$ cat config.mk
export PLATFORM = sky130hd
export DESIGN_NAME = asmu_top
export DESIGN_NICKNAME = d
export VERILOG_FILES = /design/src/rtl/asmu_pkg.sv /design/src/rtl/asmu_cmp.sv /design/src/rtl/asmu_top.sv
export SDC_FILE = /design/constraint.sdc
export NUM_CORES = 1
export LEC_CHECK = 0
export ABC_CLOCK_PERIOD_IN_PS = 1700
export BUFFER_PORTS_ARGS = -buffer_cell sky130_fd_sc_hd__buf_2
export CORE_AREA = 2 2 121 123
export CTS_CLUSTER_DIAMETER = 50
export CTS_CLUSTER_SIZE = 14
export DETAILED_ROUTE_END_ITERATION = 7
export DIE_AREA = 0 0 123 125
export SLEW_MARGIN = 25
export SYNTH_ARGS = -nofsm -noshare
export SYNTH_HDL_FRONTEND = slang
export SYNTH_SLANG_ARGS = --single-unit
$ cat constraint.sdc
create_clock -name sys_clk -period 1.7 [get_ports sys_clk]
set_input_delay 0.17 -clock sys_clk [delete_from_list [all_inputs] [get_ports sys_clk]]
set_output_delay 0.17 -clock sys_clk [all_outputs]
set_load 0.02 [all_outputs]
$ cat src/rtl/asmu_pkg.sv
// asmu_pkg: register map, field positions and carrier types for the alarm unit
// assumes one 100 MHz internal digital clock and a byte-wide register port
package asmu_pkg;
  localparam int ASMU_AW = 12;
  localparam logic [11:0] ASMU_ADDR_SUMMARY = 12'h2C0;
  localparam logic [11:0] ASMU_ADDR_FLAGS = 12'h2C1;
  localparam logic [11:0] ASMU_ADDR_MASK = 12'h2C2;
  localparam logic [4:0] ASMU_FLAGS_RST = 5'h1F;
  localparam logic [4:0] ASMU_MASK_RST = 5'h1F;
  localparam int ASMU_BIT_PLL = 4;
  localparam int ASMU_BIT_LINK = 3;
  localparam int ASMU_BIT_REALIGN = 2;
  localparam int ASMU_BIT_NCO = 1;
  localparam int ASMU_BIT_DIV = 0;
  localparam int ASMU_NALM = 5;
  localparam int ASMU_NACC = 4;
  localparam logic [1:0] ASMU_PINSEL_ALARM = 2'h1;

  // register port request
  typedef struct packed {
    logic wr;
    logic rd;
    logic [11:0] addr;
    logic [7:0] wdata;
  } asmu_req_t;

  // raw conditions from the surrounding converter logic
  typedef struct packed {
    logic pll_locked;
    logic link_enable_ctrl;
    logic data_encoding_state;
    logic sysref_realign;
    logic nco_sync;
    logic [ASMU_NACC-1:0][31:0] acc_a;
    logic [ASMU_NACC-1:0][31:0] acc_b;
    logic [7:0] div_a;
    logic [7:0] div_b;
  } asmu_cond_t;
endpackage

$ cat src/rtl/asmu_cmp.sv
// asmu_cmp: registered comparator of the per-channel phase accumulators
// assumes both channel accumulator sets are already on sys_clk
`timescale 1ns/100ps
module asmu_cmp
  import asmu_pkg::*;
(
  input wire logic sys_clk,
  input wire logic rstn,
  input wire logic [ASMU_NACC-1:0][31:0] acc_a,
  input wire logic [ASMU_NACC-1:0][31:0] acc_b,
  output logic mismatch
);
  logic [ASMU_NACC-1:0] diff;
  // one compare per accumulator pair
  genvar g;
  generate
    for (g = 0; g < ASMU_NACC; g++) begin : g_acc
      assign diff[g] = acc_a[g] != acc_b[g];
    end
  endgenerate
  // registered so the wide compare does not stretch the flag path
  always_ff @(posedge sys_clk or negedge rstn) begin
    if (!rstn) begin
      mismatch <= 1'b0;
    end else begin
      mismatch <= |diff;
    end
  end
endmodule

$ cat src/rtl/asmu_top.sv
// asmu_top: sticky alarm flags, mask, summary alarm and status pin routing
// assumes the register port and all condition inputs are on sys_clk,
// except pll_locked which comes from the analog PLL and is synchronised here
//
// Summary of operation
// the PLL flag at bit 4 is set whenever the PLL is out of lock.
// the link flag at bit 3 is set while the link is enabled but not in data encoding.
// the realign flag at bit 2 is set when a SYSREF event realigns the internal clocks.
// the NCO flag at bit 1 is set on NCO synchronisation or while the link is disabled.
// the NCO flag is also set when any channel A accumulator differs from channel B.
// the divider flag at bit 0 is set when the channel A and B dividers disagree.
// each flag stays set until software writes a one to its bit; a zero leaves it.
// the mask register sits at 0x2C2, resets to 0x1F, bits 7 to 5 reserved.
// a set mask bit keeps its flag out of the summary but the flag still records.
// the summary bit at 0x2C0 bit 0 is one when any unmasked flag is set; read only.
// when the pin select picks it, the summary drives the calibration status pin.
// the flag register sits at 0x2C1 and resets to 0x1F.
// a set condition in the same cycle as a write-one clear leaves the flag set.
// reserved bits 7 to 5 of both registers read zero and ignore writes.
`timescale 1ns/100ps
module asmu_top
  import asmu_pkg::*;
(
  input wire logic sys_clk,
  input wire logic rstn,
  input asmu_pkg::asmu_req_t req,
  input asmu_pkg::asmu_cond_t cond,
  input wire logic [1:0] status_pin_select,
  output logic [7:0] rdata,
  output logic calibration_status_pin
);
  import asmu_pkg::*;

  typedef struct packed {
    logic [1:0] lock_sync;
    logic [4:0] alarm_flags;
    logic [4:0] alarm_enable_mask;
    logic summary;
    logic [7:0] rdata;
    logic pin;
  } asmu_state_t;

  asmu_state_t st_r;
  asmu_state_t st_nxt;
  logic acc_mismatch;
  logic [4:0] set_vec;
  logic [4:0] clr_vec;
  logic [4:0] flags_new;
  logic [4:0] mask_new;

  asmu_cmp u_cmp (
    .sys_clk(sys_clk),
    .rstn(rstn),
    .acc_a(cond.acc_a),
    .acc_b(cond.acc_b),
    .mismatch(acc_mismatch)
  );

  // set conditions, one per flag
  always_comb begin
    set_vec = '0;
    set_vec[ASMU_BIT_PLL] = ~st_r.lock_sync[1];
    set_vec[ASMU_BIT_LINK] = cond.link_enable_ctrl & ~cond.data_encoding_state;
    set_vec[ASMU_BIT_REALIGN] = cond.sysref_realign;
    set_vec[ASMU_BIT_NCO] = cond.nco_sync | ~cond.link_enable_ctrl
      | acc_mismatch;
    set_vec[ASMU_BIT_DIV] = cond.div_a != cond.div_b;
  end

  // next state: sticky flags, mask, summary, read data
  always_comb begin
    st_nxt = st_r;
    // second stage is the only reader of the first
    st_nxt.lock_sync = {st_r.lock_sync[0], cond.pll_locked};
    clr_vec = (req.wr && req.addr == ASMU_ADDR_FLAGS) ? req.wdata[4:0] : 5'h00;
    flags_new = (st_r.alarm_flags & ~clr_vec) | set_vec;
    st_nxt.alarm_flags = flags_new;
    mask_new = st_r.alarm_enable_mask;
    if (req.wr && req.addr == ASMU_ADDR_MASK) begin
      mask_new = req.wdata[4:0];
    end
    st_nxt.alarm_enable_mask = mask_new;
    // summary follows the updated flags; masking never touches the flags
    st_nxt.summary = |(flags_new & ~mask_new);
    st_nxt.pin = (status_pin_select == ASMU_PINSEL_ALARM) ? st_nxt.summary : 1'b0;
    // read mux: unmapped offsets and reserved bits return zero
    st_nxt.rdata = 8'h00;
    if (req.rd) begin
      case (req.addr)
        ASMU_ADDR_SUMMARY: st_nxt.rdata = {7'h00, st_r.summary};
        ASMU_ADDR_FLAGS: st_nxt.rdata = {3'h0, st_r.alarm_flags};
        ASMU_ADDR_MASK: st_nxt.rdata = {3'h0, st_r.alarm_enable_mask};
        default: st_nxt.rdata = 8'h00;
      endcase
    end
  end

  // flags and mask come up set; summary is therefore masked off at reset
  always_ff @(posedge sys_clk or negedge rstn) begin
    if (!rstn) begin
      st_r.lock_sync <= 2'h0;
      st_r.alarm_flags <= ASMU_FLAGS_RST;
      st_r.alarm_enable_mask <= ASMU_MASK_RST;
      st_r.summary <= 1'b0;
      st_r.rdata <= 8'h00;
      st_r.pin <= 1'b0;
    end else begin
      st_r <= st_nxt;
    end
  end

  assign rdata = st_r.rdata;
  assign calibration_status_pin = st_r.pin;

  // per-flag guards: a cause always lands, a lone clear empties, nothing rises unbidden
  genvar f;
  generate
    for (f = 0; f < ASMU_NALM; f++) begin : g_flag

    end
  endgenerate
endmodule

---- After elaboration in Yosys (flattened, before gate mapping) ----
Index checks and enable logic that the tools add are counted.
word-level totals
  input port bits ......................... 303
  bits in registers ....................... 23
  output and inout port bits .............. 9
  word-level logic and storage cells ...... 36
operators by class
  bitwise operators ....................... 11
  muxes and demuxes ....................... 5
  reduce and logical (&&, ||, !) cells .... 4
  eq/ne operators ......................... 9
operators by type and width
  operator                                                           count
  32-bit != test                                                     4
  12-bit by 10-bit == test with 1-bit output, second input constant  3
  5-bit 2-to-1 mux                                                   3
  5-bit one-hot mux with 3 select lines                              1
  5-bit AND                                                          2
  5-bit NOT                                                          2
  8-bit != test                                                      1
  5-bit bitwise OR                                                   1
  5-bit OR reduction                                                 1
  4-bit OR reduction                                                 1
  1-bit NOT                                                          3
  2-bit by 1-bit == test with 1-bit output, second input constant    1
  1-bit logical AND                                                  2
  1-bit bitwise OR                                                   2
  1-bit AND                                                          1
  1-bit 2-to-1 mux                                                   1

---- Longest topological paths before layout ----
Gate-level depths: netlist (run 1).
  depth after elaboration ................. 9
  gate-level depth with buffers ........... 7
  depth with buffers taken out ............ 5

---- Hierarchy ----
From an unflattened synthesis (run 1), not the netlist that was laid out.
second synthesis, totals
  cell total of the unflattened synthesis .. 286
  area total of the unflattened synthesis .. 2,509.9 um^2
modules (own cells, without submodules)
  module    cells each  sequential area each (um^2)  area an instance (um^2)  times used
  asmu_cmp  172         25.0                         1,412.6                  1
  asmu_top  114         488.0                        1,097.3                  1

---- Least setup slack after synthesis (run 1) ----
Ideal clock, no wire load.
  kind .................................... input to register
  from .................................... in req[11] (netlist name)
  to ...................................... reg st_r, in the netlist calibration_status_pin
  slack ................................... -0.230 ns
  data arrival time ....................... 1.792 ns
  buffers on the path ..................... 1
  cell stages on the path ................. 6
  cells stage by stage .................... or4b_1 > buf_2 > or4_4 > mux2i_1 > a22oi_1 > a31oi_1
RTL lines
  item                    line             RTL
  start: declaration      asmu_top.sv:26   input asmu_pkg::asmu_req_t req,
  end signal: assignment  asmu_top.sv:108  st_r <= st_nxt;
  end: declaration        asmu_top.sv:43   asmu_state_t st_r;

==> results of run 1 <==
per-layer routing:
layer / part of all wire, % / wire, um / up-vias / GRT usage (%)
li1: - / - / 1649 / -
met1: 38 / 4450 / 1437 / 16.2
met2: 53 / 6140 / 146 / 26.8
met3: 7.2 / 840 / 17 / 2.19
met4: 1.9 / 220 / 2 / 2.87
met5: 0.11 / 13 / - / 0
final cells by class:
type / instances / area (um^2) / area share, %
Timing Repair Buffer: 327 / 1690 / 37.7
Antenna cell: 3 / 7.51 / 0.167
Inverter: 5 / 18.8 / 0.417
Sequential cell: 20 / 513 / 11.4
Tap cell: 184 / 230 / 5.12
Multi-Input combinational cell: 252 / 1940 / 43.2
Clock buffer: 4 / 88.8 / 1.98
repair_timing:
item,in CTS,in global routing
pin swaps,0,2
buffers inserted,1,0
gates resized for setup,2,3
setup endpoints to repair,1,2
endpoints found under the hold margin,10,0
hold buffers,1,0
sequential cells by signal, summed over array words and instances (netlist names):
register,count
st_r,12
u_cmp.mismatch,1
calibration_status_pin,1
st_nxt,1
rdata,5
stage by stage:
step / hold slack, ns / power (W)
final: 0.0223 / 0.00180
after global routing: 0.0155 / 0.00191
after floorplan: -0.126 / 0.000784
after detailed placement: 0.148 / 0.00127
after CTS: 0.0189 / 0.00182
after global placement: 0.147 / 0.00126
logic make-up (layout without fill, tap and decap cells):
kind of cell    count (synthesis)  in the layout  share of synthesized area [%]
mux                             3              3                           1.20
flops                          20             20                           20.4
buf+inv                        17            336                           3.78
xor+xnor                      134            134                           46.7
other cells                     1              6                          0.149
compound gates                 23             23                           6.97
simple gates                   89             89                           20.8
worst paths after layout:
path	from	end	cells after the start
setup / recovery	req[11]	calibration_status_pin$_DFF_PN0_	6
hold / removal	cond[276]	st_nxt[21]$_DFF_PN0_	1
setup reg to reg	u_cmp.mismatch$_DFF_PN0_	calibration_status_pin$_DFF_PN0_	5
hold reg to reg	st_nxt[21]$_DFF_PN0_	st_r[21]$_DFF_PN0_	0
max in group asynchronous	rstn	st_r[17]$_DFF_PN1_	2
min in group asynchronous	rstn	rdata[3]$_DFF_PN0_	2
critical path: stages:
cell and delay, ns:
buf_2 0.11, or4b_4 0.55, or4_4 0.45, mux2i_2 0.23, a22oi_2 0.12, a31oi_1 0.23
cell usage after synthesis (all sizes together) (2+ instances only):
| master | count |
|---|---|
| xor2 | 101 |
| xnor2 | 33 |
| nor4 | 30 |
| nand2 | 16 |
| nand4 | 15 |
| dfrtp | 10 |
| dfstp | 10 |
| buf | 9 |
| nor2 | 8 |
| a22oi | 5 |
| inv | 5 |
| clkbuf | 3 |
| mux2i | 3 |
| nor2b | 3 |
| a21o | 2 |
| a221oi | 2 |
| nand2b | 2 |
| nand3 | 2 |
| nand4b | 2 |
| nor3 | 2 |
| o21ai | 2 |
| o41ai | 2 |
| or2 | 2 |
power groups by stage:
stage	registers (W)	logic (W)	clock network, W
after global routing	0.000484	0.000851	0.000572
after CTS	0.000484	0.000785	0.000547
final	0.000484	0.000778	0.000541
after floorplan	0.000493	0.000291	0
after detailed placement	0.000492	0.000777	0
after global placement	0.000492	0.000771	0
layout by cell type (no fill, tap or decap), types with 2 or more instances in the layout:
| master | n |
|---|---|
| buf_2 | 305 |
| xor2_1 | 101 |
| xnor2_1 | 33 |
| nor4_1 | 29 |
| buf_4 | 21 |
| nand2_1 | 16 |
| nand4_1 | 15 |
| dfrtp_1 | 10 |
| dfstp_2 | 10 |
| nor2_1 | 8 |
| inv_1 | 5 |
| a22oi_1 | 4 |
| diode_2 | 3 |
| nor2b_1 | 3 |
| conb_1 | 3 |
| clkbuf_16 | 3 |
| mux2i_1 | 2 |
| nand4b_1 | 2 |
| o41ai_1 | 2 |
| o21ai_0 | 2 |
| a21o_1 | 2 |
| nand3_1 | 2 |
| nand2b_1 | 2 |
==> flow_summary_export.csv, run 1 <==
group,metric,value,unit
detailed_routing,drc,0,
clock_network,clkTransAtPathRegs,0.06,ns
sta,fin_crit,1.69,ns
worst_setup_path,required,1.87,ns
power_and_ir_drop,p_sw,0.000520,W
global_route,grt_max_degree,21,
placement,place_ws,-0.311,ns
synth,synthFlopType,"dfstp_2",
flow_run,max_cap_viol_count,0,
worst_setup_path,cp_max_fo,4,
global_route,antenna_found_initial,6,
sta,finClkSkew,0.00755,ns
clock_network,clock_path_buffers,2,
worst_setup_path,cp.arrival,1.85,ns
detailed_routing,detail_route.iter0.violations,112,
global_route,grt_overflow,0,
clock_network,clock-sinks,20,
synth,synth_seq_cells,20,
die,die_h,125,um
placement,gp_congestion,0.811,
die,io_pins,312,
synth,synthArstFlopShare,100,%
min_path,holdCritPathClass,"in -> reg",
synth,synth_area,0.00251,mm^2
die,core,0.0142,mm^2
detailed_routing,viasPerCell,4.09,
power_and_ir_drop,combPwrFrac,43.1,%
synth,avgSynthCellArea,8.75,um^2
placement,place_inst,786,
sta,grt_setup_unrepaired,"true",
global_route,grt_usage,14.1,%
finish,final_util,31.7,%
worst_setup_path,worstSetupStartpointType,"input port",
die,fp.dieW,123,um
synth,yosys-top-cells-area,"xor2_1, xnor2_1, dfstp_2, dfrtp_1, nor4_1",
synth,synth_largest_area_cell,"xor2_1",
detailed_routing,ant_nets,0,
worst_setup_path,r2r_slack,0.21,ns
sta,setup_viol,0,
global_route,grt_pass1_wl,16.6,mm
clock_network,cts_tree,"built",
die,start_util,17.7,%
clock_network,tritoncts.num_buffers,3,
placement,place_area,0.00435,mm^2
die,row_count,44,
finish,drive_gt1_share,57.6,%
global_route,grt_pass1_vias,3311,
power_and_ir_drop,p_leak,2.28,nW
status,status,"complete, no violations",
placement,port_buffers,305,
sta,finalHoldViolCount,0,
power_and_ir_drop,switching_share,28.8,%
sta,drv_slew,0,
power_and_ir_drop,power.density,401,mW/mm^2
power_and_ir_drop,cell_internal_pwr,0.00128,W
sta,finalWorstSetupSlack,0.0136,ns
finish,nNetsFinal,912,
synth,seq_area_frac_synth,20.4,%
placement,dpl.hpwl,10.8,mm
worst_setup_path,worstSetupPathType,"in -> reg",
detailed_routing,postRouteWirelength,11.7,mm
sta,fin_crit_sh,99.2,%
finish,stdcell_count,795,
synth,synthCells,287,
finish,nFillCells,1587,
power_and_ir_drop,pwr-share-seq,26.9,%
die,die-area,0.0154,mm^2
detailed_routing,drtPass1Iterations,4,
synth,ys_warn_count,0,
power_and_ir_drop,clockPowerShare,30.0,%
detailed_routing,drt-wirelength-per-cell,14.7,um
finish,area_delta_synth_final,79.0,%
clock_network,htree_levels,1,
sta,tns,0,ns
worst_setup_path,crit_path_end_kind,"register",
finish,fin_area,0.00450,mm^2
sta,fmax,593,MHz
clock_network,root_buffer,"clkbuf_16",
synth,synth_cell_types,44,
power_and_ir_drop,ir_drop,0.369,mV
synth,synth.top_cell.area_share,35.2,%
clock_network,clock_latency,0.26,ns
detailed_routing,routed-via-count,3251,
synth,synth-edff-count,0,
Note: power is estimated with default switching activity, not from simulation.
==> run 2: changes to the inputs <==
Settings changed: CORE_AREA 2 2 121 123 to 2 2 122 124, CTS_BUF_LIST set to sky130_fd_sc_hd__clkbuf_8, DIE_AREA 0 0 123 125 to 0 0 124 126.
==> run 2 against run 1 <==
Hold slack better by 0.11 ns. Critical path depth is the same. Clock power fell by 12%. Cell area decreased by 0.72%. Sequential share of layout area rose by 0.083 points. Combinational power about the same. Via count increased by 0.55%. Total power is 3.7% lower. Clock skew shrank 0.0066 ns. First-iteration DRC count increased by 75%. Worst setup slack better by 0.026 ns. Critical path type unchanged.
==> flow_summary_export.csv, run 2 (same netlist as run 1, synthesis figures left out) <==
group,metric,value,unit
worst_setup_path,worstSetupPathType,"in -> reg",
clock_network,htree_levels,1,
global_route,grt_usage,15.1,%
sta,fin_crit_sh,97.7,%
finish,drive_gt1_share,57.2,%
finish,final_common_cell,"buf_2",
detailed_routing,postRouteWirelength,12.3,mm
worst_setup_path,critPathMaxStageDelay,0.56,ns
sta,holdWs,0.133,ns
worst_setup_path,crit_chain,"buf_2 -> or4b_4 -> or4_4 -> mux2i_1 -> a22oi_1 -> a31oi_1",
global_route,grt_overflow,0,
power_and_ir_drop,p_leak,2.27,nW
power_and_ir_drop,ir_drop,0.285,mV
finish,nNetsFinal,909,
detailed_routing,drc,0,
die,core,0.0143,mm^2
worst_setup_path,critPathSlowestCell,"or4b_4",
clock_network,clkTransAtPathRegs,0.08,ns
placement,port_buffers,305,
detailed_routing,detail_route.iter0.violations,196,
detailed_routing,drtPass1Iterations,4,
min_path,holdCritPathClass,"in -> reg",
sta,setup_viol,0,
finish,final_util,31.2,%
die,fp.dieW,124,um
finish,largestRegisters,"st_r (12), rdata (5)",
worst_setup_path,crit_path_end_kind,"register",
sta,finClkSkew,0.000991,ns
worst_setup_path,required,1.83,ns
worst_setup_path,cp.arrival,1.79,ns
clock_network,post_cts_buffers,0,
global_route,grt_max_degree,21,
die,die-area,0.0156,mm^2
sta,finalHoldViolCount,0,
flow_run,max_cap_viol_count,0,
finish,fin_area,0.00446,mm^2
placement,place_area,0.00433,mm^2
clock_network,tritoncts.num_buffers,3,
finish,nFillCells,1610,
detailed_routing,viasPerCell,4.13,
die,row_count,44,
clock_network,clock_latency,0.26,ns
sta,fin_crit,1.66,ns
finish,largest-register,"st_r",
finish,final_cell_mix,"buf_2, xor2_1, xnor2_1",
placement,dpl.hpwl,11.5,mm
global_route,grt_pass1_wl,17.9,mm
finish,area_delta_synth_final,77.7,%
detailed_routing,routed-via-count,3269,
clock_network,root_buffer,"clkbuf_8",
clock_network,clock-sinks,20,
placement,gp_congestion,0.870,
status,status,"complete, no violations",
global_route,grt_pass1_vias,3285,
die,start_util,17.6,%
sta,fmax,602,MHz
worst_setup_path,worstSetupStartpointType,"input port",
die,io_pins,312,
die,die_h,126,um
clock_network,cts_tree,"built",
finish,largest_register_ffs,12,
global_route,antenna_found_initial,4,
sta,drv_slew,0,
detailed_routing,ant_nets,0,
worst_setup_path,cp_max_fo,4,
detailed_routing,drt-wirelength-per-cell,15.6,um
power_and_ir_drop,power.density,389,mW/mm^2
clock_network,clock_path_buffers,2,
-- run 2: worst max-delay path: cells and delay by family --
kind / cells / cell delay (ns)
and+or+nand+nor: 2 / 1.00
AOI/OAI and AO/OA: 2 / 0.37
muxes: 1 / 0.15
buffers and inverters: 1 / 0.10
-- run 2: per-layer routing --
| layer | part of all wire [%] | GRT usage (%) | vias to the layer above |
|---|---|---|---|
| li1 | - | - | 1641 |
| met4 | 0.79 | 1.85 | 2 |
| met3 | 9.9 | 3.58 | 7 |
| met5 | 0.089 | 0 | - |
| met2 | 52 | 26.9 | 161 |
| met1 | 37 | 18.7 | 1458 |
-- run 2: power breakdown --
group          switching [W]  internal [W]  leakage (nW)  total [W]
registers         0.00000210      0.000481         0.228   0.000483
logic               0.000336      0.000441          2.01   0.000777
clock network       0.000163      0.000314        0.0357   0.000477
-- run 2: timing repair --
| action | CTS | global route |
|---|---|---|
| endpoints found under the hold margin | 10 | 1 |
| hold buffers | 1 | 1 |
| setup endpoints to repair | 0 | 3 |
| gates resized for setup | 0 | 5 |
-- run 2: stage by stage --
| step | instances | setup slack [ns] | total power (W) | TNS (ns) |
|---|---|---|---|---|
| floorplan | 289 | -0.136 | 0.000784 | -0.261 |
| global placement | 783 | -0.279 | 0.00126 | -0.975 |
| detailed placement | 783 | -0.244 | 0.00127 | -1.13 |
| CTS | 788 | 0.0306 | 0.00176 | 0 |
| global route | 790 | -0.0312 | 0.00185 | -0.0325 |
| finish | 792 | 0.0398 | 0.00174 | 0 |
-- run 2: worst paths after layout --
path	start	endpoint	slack (ns)	depth (start not counted)
max in group asynchronous	rstn	st_r[15]$_DFF_PN1_	0.97	2
worst min register to register	st_nxt[21]$_DFF_PN0_	st_r[21]$_DFF_PN0_	0.36	0
worst max-delay path	req[11]	calibration_status_pin$_DFF_PN0_	0.04	6
worst min-delay path	cond[273]	st_r[17]$_DFF_PN1_	0.13	2
min in group asynchronous	rstn	rdata[0]$_DFF_PN0_	0.38	2
worst max register to register	st_r[17]$_DFF_PN1_	calibration_status_pin$_DFF_PN0_	0.23	5
-- run 2: final cells by class --
class                   instances  area (um^2)  share of cell area, %
diodes                          3         7.51                  0.168
clock inverters                 1         30.0                  0.673
repair buffers                324         1670                   37.5
inverters                       5         18.8                  0.420
well taps                     184          230                   5.16
multi-input cells             252         1950                   43.7
clock buffers                   3         41.3                  0.925
flip-flops and latches         20          513                   11.5
